**config.mk**
```make
export PLATFORM = sky130hd
export DESIGN_NAME = pfdg_power_fail_guard
export DESIGN_NICKNAME = d
export VERILOG_FILES = /design/src/pfdg_power_fail_guard.v /design/src/pfdg_timebase.v
export VERILOG_INCLUDE_DIRS = /design/src /design/src/src
export SDC_FILE = /design/constraint.sdc
export NUM_CORES = 1
export LEC_CHECK = 0
export BUFFER_PORTS_ARGS = -buffer_cell sky130_fd_sc_hd__buf_2
export CAP_MARGIN = 40
export CORE_ASPECT_RATIO = 0.8
export CORE_MARGIN = 3
export CORE_UTILIZATION = 52
export CTS_CLUSTER_SIZE = 10
export DETAILED_ROUTE_END_ITERATION = 8
export GPL_TIMING_DRIVEN = 0
export PLACE_DENSITY = 0.77
export SLEW_MARGIN = 30
export SYNTH_ARGS = -nofsm -noshare
export SYNTH_HDL_FRONTEND = slang
export SYNTH_SLANG_ARGS = --single-unit
export TNS_END_PERCENT = 10
```
**constraint.sdc**
```tcl
create_clock -name clock -period 2.4 [get_ports clock]
set_clock_uncertainty 0.15 [all_clocks]
set_input_delay 0.12 -clock clock [delete_from_list [all_inputs] [get_ports clock]]
set_output_delay 0.12 -clock clock [all_outputs]
set_load 0.02 [all_outputs]
```
**src/pfdg_map.vh**
```
`ifndef PFDG_MAP_VH
`define PFDG_MAP_VH

// Word addresses of the setup, key and status words
`define PFDG_ADDR_DELAY_SETUP 9'h100
`define PFDG_ADDR_MASK_KEY 9'h101
`define PFDG_ADDR_STATUS 9'h102
`define PFDG_ADDR_W 9

// Delay setting field
`define PFDG_DELAY_LSB 0
`define PFDG_DELAY_MSB 7
`define PFDG_DELAY_MAX 8'h0a
`define PFDG_DELAY_RESET 16'h0000

// Unlock pattern for the mask instruction
`define PFDG_KEY_UNLOCK 16'ha5a5
`define PFDG_KEY_RESET 16'h0000

// Times, in microseconds, and the clock in MHz
`define PFDG_AC_BASE_US 10000
`define PFDG_DC_BASE_US 2000
`define PFDG_AC_STEP_US 1000
`define PFDG_DC_STEP_US 200
`define PFDG_CLK_MHZ 25

// Status word bit positions
`define PFDG_ST_CONFIRMED 0
`define PFDG_ST_SUSPEND 1
`define PFDG_ST_DISPATCHED 2
`define PFDG_ST_HALTED 3

`endif

```
**src/pfdg_power_fail_guard.v**
```verilog
`timescale 1ns/100ps
`default_nettype none
`include "pfdg_map.vh"

module pfdg_power_fail_guard
#(
    parameter CNT_W = 20,
    parameter [CNT_W-1:0] AC_BASE_CYCLES = `PFDG_AC_BASE_US * `PFDG_CLK_MHZ,
    parameter [CNT_W-1:0] DC_BASE_CYCLES = `PFDG_DC_BASE_US * `PFDG_CLK_MHZ,
    parameter [15:0] AC_STEP_CYCLES = `PFDG_AC_STEP_US * `PFDG_CLK_MHZ,
    parameter [15:0] DC_STEP_CYCLES = `PFDG_DC_STEP_US * `PFDG_CLK_MHZ
)
(
    input wire clock,
    input wire arst_n,
    input wire supplyLow,
    input wire dcSupply,
    input wire powerOffTaskEnable,
    input wire suspendEnable,
    input wire maskInstr,
    input wire unmaskInstr,
    input wire cfgWrite,
    input wire [`PFDG_ADDR_W-1:0] cfgAddr,
    input wire [15:0] cfgWrData,
    output reg [15:0] cfgRdData,
    output reg powerFailConfirmed,
    output reg taskDispatch,
    output reg cpuReset,
    output reg cpuHalt,
    output reg suspendActive
);
    localparam [2:0] ST_IDLE = 3'd0;
    localparam [2:0] ST_BASE = 3'd1;
    localparam [2:0] ST_EXT = 3'd2;
    localparam [2:0] ST_HELD = 3'd3;
    localparam [2:0] ST_TASK = 3'd4;
    localparam [2:0] ST_HALT = 3'd5;

    reg [2:0] state_reg;
    reg [2:0] state_next;
    reg [15:0] delaySetup_reg;
    reg [15:0] maskKey_reg;
    reg suspend_reg;
    reg [CNT_W-1:0] baseCount_reg;
    reg [7:0] stepCount_reg;
    wire stepTick;
    wire [7:0] delayField;
    wire [7:0] delaySteps;
    wire [CNT_W-1:0] baseTarget;
    wire baseDone;
    wire extDone;
    reg [15:0] rdData_next;
    wire maskTake;
    wire suspend_next;

    // Write strobe aimed at one word address
    function writeHits;
        input strobe;
        input [`PFDG_ADDR_W-1:0] addr;
        input [`PFDG_ADDR_W-1:0] target;
        begin
            writeHits = strobe && (addr == target);
        end
    endfunction

    // A mask counts only with the key in place and before handling has begun;
    // once confirmed and unsuspended the dispatch is already committed
    function maskAccepted;
        input mask;
        input enable;
        input [15:0] key;
        input [2:0] state;
        begin
            maskAccepted = mask && enable && (key == `PFDG_KEY_UNLOCK)
                && (state < ST_HELD);
        end
    endfunction

    assign delayField = delaySetup_reg[`PFDG_DELAY_MSB:`PFDG_DELAY_LSB];
    assign delaySteps = (delayField > `PFDG_DELAY_MAX) ? `PFDG_DELAY_MAX : delayField;
    assign baseTarget = dcSupply ? DC_BASE_CYCLES : AC_BASE_CYCLES;
    assign baseDone = (baseCount_reg == baseTarget - {{(CNT_W-1){1'b0}}, 1'b1});
    assign extDone = (stepCount_reg >= delaySteps);
    assign maskTake = maskAccepted(maskInstr, suspendEnable, maskKey_reg, state_reg);
    assign suspend_next = unmaskInstr ? 1'b0 : (suspend_reg || maskTake);

    // step timebase restarts at base end
    pfdg_timebase #(
        .CNT_W(16),
        .AC_PERIOD(AC_STEP_CYCLES),
        .DC_PERIOD(DC_STEP_CYCLES)
    ) uTimebase (
        .clock(clock),
        .arst_n(arst_n),
        .restart(state_reg != ST_EXT),
        .dcMode(dcSupply),
        .tick(stepTick)
    );

    always @*
    begin
        state_next = state_reg;
        case (state_reg)
            ST_IDLE:
            begin
                if (supplyLow)
                    state_next = ST_BASE;
            end
            ST_BASE:
            begin
                if (!supplyLow)
                    state_next = ST_IDLE;
                else if (baseDone)
                    state_next = ST_EXT;
            end
            ST_EXT:
            begin
                if (!supplyLow)
                    state_next = ST_IDLE;
                else if (extDone)
                    state_next = ST_HELD;
            end
            ST_HELD:
            begin
                if (!suspend_reg || unmaskInstr)
                begin
                    if (powerOffTaskEnable)
                        state_next = ST_TASK;
                    else
                        state_next = ST_HALT;
                end
            end
            ST_TASK:
            begin
                state_next = ST_TASK;
            end
            ST_HALT:
            begin
                state_next = ST_HALT;
            end
            default:
            begin
                state_next = ST_IDLE;
            end
        endcase
    end

    always @*
    begin
        if (cfgAddr == `PFDG_ADDR_DELAY_SETUP)
            rdData_next = delaySetup_reg;
        else if (cfgAddr == `PFDG_ADDR_MASK_KEY)
            rdData_next = maskKey_reg;
        else if (cfgAddr == `PFDG_ADDR_STATUS)
            rdData_next = {12'h000, (state_next == ST_HALT), (state_next == ST_TASK),
                suspend_reg, (state_reg >= ST_HELD)};
        else
            rdData_next = 16'h0000;
    end

    always @(posedge clock or negedge arst_n)
    begin
        if (!arst_n)
        begin
            state_reg <= ST_IDLE;
            delaySetup_reg <= `PFDG_DELAY_RESET;
            maskKey_reg <= `PFDG_KEY_RESET;
            suspend_reg <= 1'b0;
            baseCount_reg <= {CNT_W{1'b0}};
            stepCount_reg <= 8'h00;
            cfgRdData <= 16'h0000;
            powerFailConfirmed <= 1'b0;
            taskDispatch <= 1'b0;
            cpuReset <= 1'b0;
            cpuHalt <= 1'b0;
            suspendActive <= 1'b0;
        end
        else
        begin
            state_reg <= state_next;
            cfgRdData <= rdData_next;
            if (writeHits(cfgWrite, cfgAddr, `PFDG_ADDR_DELAY_SETUP))
                delaySetup_reg <= cfgWrData;
            if (writeHits(cfgWrite, cfgAddr, `PFDG_ADDR_MASK_KEY))
                maskKey_reg <= cfgWrData;
            suspend_reg <= suspend_next;
            if (state_reg == ST_BASE)
                baseCount_reg <= baseCount_reg + {{(CNT_W-1){1'b0}}, 1'b1};
            else
                baseCount_reg <= {CNT_W{1'b0}};
            if (state_reg != ST_EXT)
                stepCount_reg <= 8'h00;
            else if (stepTick)
                stepCount_reg <= stepCount_reg + 8'h01;
            powerFailConfirmed <= (state_next >= ST_HELD);
            taskDispatch <= (state_reg == ST_HELD) && (state_next == ST_TASK);
            cpuReset <= (state_reg == ST_HELD) && (state_next == ST_HALT);
            cpuHalt <= (state_next == ST_HALT);
            suspendActive <= suspend_next;
        end
    end
endmodule // pfdg_power_fail_guard

`default_nettype wire

```
**src/pfdg_timebase.v**
```verilog
`timescale 1ns/100ps
`default_nettype none
`include "pfdg_map.vh"

module pfdg_timebase
#(
    parameter CNT_W = 16,
    parameter [CNT_W-1:0] AC_PERIOD = 16'd25000,
    parameter [CNT_W-1:0] DC_PERIOD = 16'd5000
)
(
    input wire clock,
    input wire arst_n,
    input wire restart,
    input wire dcMode,
    output reg tick
);
    reg [CNT_W-1:0] count_reg;
    wire [CNT_W-1:0] period;

    assign period = dcMode ? DC_PERIOD : AC_PERIOD;

    // One-cycle tick every period, phase set by restart
    always @(posedge clock or negedge arst_n)
    begin
        if (!arst_n)
        begin
            count_reg <= {CNT_W{1'b0}};
            tick <= 1'b0;
        end
        else if (restart)
        begin
            count_reg <= {CNT_W{1'b0}};
            tick <= 1'b0;
        end
        else if (count_reg == period - {{(CNT_W-1){1'b0}}, 1'b1})
        begin
            count_reg <= {CNT_W{1'b0}};
            tick <= 1'b1;
        end
        else
        begin
            count_reg <= count_reg + {{(CNT_W-1){1'b0}}, 1'b1};
            tick <= 1'b0;
        end
    end
endmodule // pfdg_timebase

`default_nettype wire

```
==> impl_metrics.ini <==
[outcome]
status = complete, but fails checks
violations = negative setup slack

[timing]
fin_ws_ns = -0.240
worst_slew_pin_slew_ns = 0.804
setup_viol = 7
holdWs_ns = 0.0350
period_share = 1.10
drv_slew = 0
report.final.hold_viol_count = 0
fin_crit_ns = 2.64
fmax_ghz = 0.379
relSlewSlack = 0.464
setup_tns_ns = -1.01
rsz0062_at_grt = yes

[synth]
yosysMostFrequentCell = dfrtp_1
synth.area.top_cells = dfrtp_1 54%, mux2_2 7.7%, nor2_1 5.9%, xor2_1 3.9%, mux2i_1 3.0%
synth_seq_area_share = 0.537
yosys_warnings = 0
synth.distinct_cells = 49
async_reset_ff_frac = 1.00
yosys_most_used_dff = dfrtp_1
syn_avg_cell_area_um2 = 10.9
synth-edff-count = 0
synth_area_um2 = 4700
syn-instance-count = 432
netlist.area_leader.share = 0.537
yosys-top-cells-count = 101 x dfrtp_1, 74 x nor2_1, 32 x mux2_2, 21 x nand2_1, 21 x xor2_1
synth_top_area_cell = dfrtp_1
synth_seq_cells = 101

[global_routing]
use_met3 = 0.0580
antenna_found_initial = 0
grt_max_degree = 60
overflow = 0
use_met2 = 0.330
grt_pass1_wl_um = 16900
grtUsageMet1 = 0.273
grt_usage = 0.205
grt_pass1_vias = 3554
busiest_layer = met2

[power]
comb_power_share = 0.050
ir_worst_vdd_v = 0.000374
power.switching_mw = 0.745
leakagePower_nw = 2.65
power.internal_mw = 2.65
clock_power_share = 0.442
sw_frac_of_total = 0.219
powerDensity_nw_per_um2 = 593
report.power.total_mw = 3.40
seq_power_share = 0.509

[worst_setup_path]
r2r_start = delaySetup_reg[6]
cp_max_fo = 3
r2r_slack_ns = -0.24
crit_type = reg2reg
endpoint_kind = flop
arrival_ns = 2.73
max_stage_delay_ns = 0.57
critical_path.slowest_cell = or4_4
r2r_cells = 8
crit_required_ns = 2.49
r2r_end = cfgRdData[3]
critPathLaunchType = flop
worstPathCellList = or4_4 -> a211oi_2 -> ha_1 -> a2111oi_4 -> nand4b_1 -> o2111a_2 -> inv_2 -> o21a_1

[layout]
syn_to_final_growth_pct = 21.8
antenna_cells = 0
final_layout_size_suffix_gt1_frac = 0.233
largest_reg_flops = 20
final_util = 0.664
fin_cells = 641
seq_area_um2 = 2530
n_fill_cell = 671
nNetsFinal = 569
multi_input_area_um2 = 2120

[placement]
gp_congestion = 0.815
dp.cells = 602
port_buffers = 54
hpwl_um = 6990

[clocking]
root_buffer = clkbuf_16
cts_tree = built
cts_max_level = 3
clock_sinks = 101
clk-insertion-delay-late_ns = 0.35
clk_pin_slew_ns = 0.07
clockBufferDepth = 2
numCtsBuffers = 9

[worst_hold_path]
hold_path.class = in2reg
hold_end = cfgRdData[2]
worstHoldPathCells = 4
worstHoldStart = cfgAddr[1]

[floorplan]
rows = 30
die_w_um = 112
ios = 55
start_util = 0.545
core_um2 = 8630
dieArea_um2 = 10200
die_y_um = 91.1

[job]
max-cap-violations = 0

[routing]
antenna_left = 0
via_per_inst = 5.43
drc = 0
num_vias = 3481
drtIter0Drc = 155
wl_um = 9970
routedWlPerCell_um = 15.5
first_pass_iters = 4
stage by stage:
step                setup slack, ns  area (um^2)
global placement             -0.281         5130
CTS                          -0.246         5730
global route                 -0.339         5730
finish                       -0.240         5730
detailed placement           -0.342         5170
floorplan                   -0.0798         4720
power groups by stage:
stage          logic [mW]  registers, mW  clock network (mW)
5_1_grt             0.186           1.73                1.59
3_3_place_gp        0.124           1.76                   0
4_1_cts             0.168           1.73                1.52
6_report            0.168           1.73                1.50
2_1_floorplan      0.0506           1.76                   0
3_5_place_dp        0.134           1.76                   0
area by class of cell:
type / instances / share of cell area
clock buffer: 11 / 0.0423
buffer: 13 / 0.00960
inverter: 14 / 0.00917
tap: 112 / 0.0244
timing repair buffer: 78 / 0.0919
multi-input combinational: 307 / 0.370
sequential: 101 / 0.441
clock inverter: 5 / 0.0118
per-layer routing:
layer / wire (um) / vias up
met5: 0 / -
met4: 163 / 0
met3: 357 / 17
met2: 4790 / 62
met1: 4660 / 1721
li1: - / 1681
repair_timing:
| item | in CTS | in global routing |
|---|---|---|
| setup buffers | 3 | 0 |
| hold buffers | 20 | 0 |
| endpoints found under the hold margin | 137 | 0 |
| setup endpoints to repair | 7 | 8 |
| pin swaps | 4 | 1 |
| cloned | 0 | 0 |
| gates resized for setup | 5 | 1 |
cell usage in the layout (no fill, tap or decap), drive strengths merged, types with 14 or more instances in the layout:
cell type and instances:
dfrtp 101, nor2 74, buf 62, mux2 32
nand2 21, xor2 21, dlygate4sd3 20, clkbuf 20
nand3 16, xnor2 16, inv 16, mux2i 14
kinds of logic after synthesis:
group                    synth area share
buffers and inverters              0.0229
multiplexers                        0.106
AND/OR/NAND/NOR                     0.187
XOR/XNOR                           0.0689
flip-flops                          0.537
AO/OA/AOI/OAI                      0.0479
adder cells (fa/ha/maj)            0.0293
other                            0.000797
worst max-delay path, delay by kind of cell (launching register included):
kind | cells | cell delay (ns)
compound gates | 4 | 0.93
fa+ha+maj | 1 | 0.29
buf+inv | 1 | 0.05
flops | 1 | 0.39
simple gates | 2 | 0.73
worst max path at each step:
stage	cells past startpoint	endpoint	slack, ns	start
2_1_floorplan	9	cfgRdData[3]	-0.08	delaySetup_reg[4]
3_3_place_gp	9	cfgRdData[3]	-0.28	delaySetup_reg[4]
3_5_place_dp	9	cfgRdData[3]	-0.34	delaySetup_reg[4]
4_1_cts	9	cfgRdData[3]	-0.25	delaySetup_reg[6]
5_1_grt	8	cfgRdData[3]	-0.34	delaySetup_reg[6]
6_report	8	cfgRdData[3]	-0.24	delaySetup_reg[6]
(Power assumes the default switching activity.)
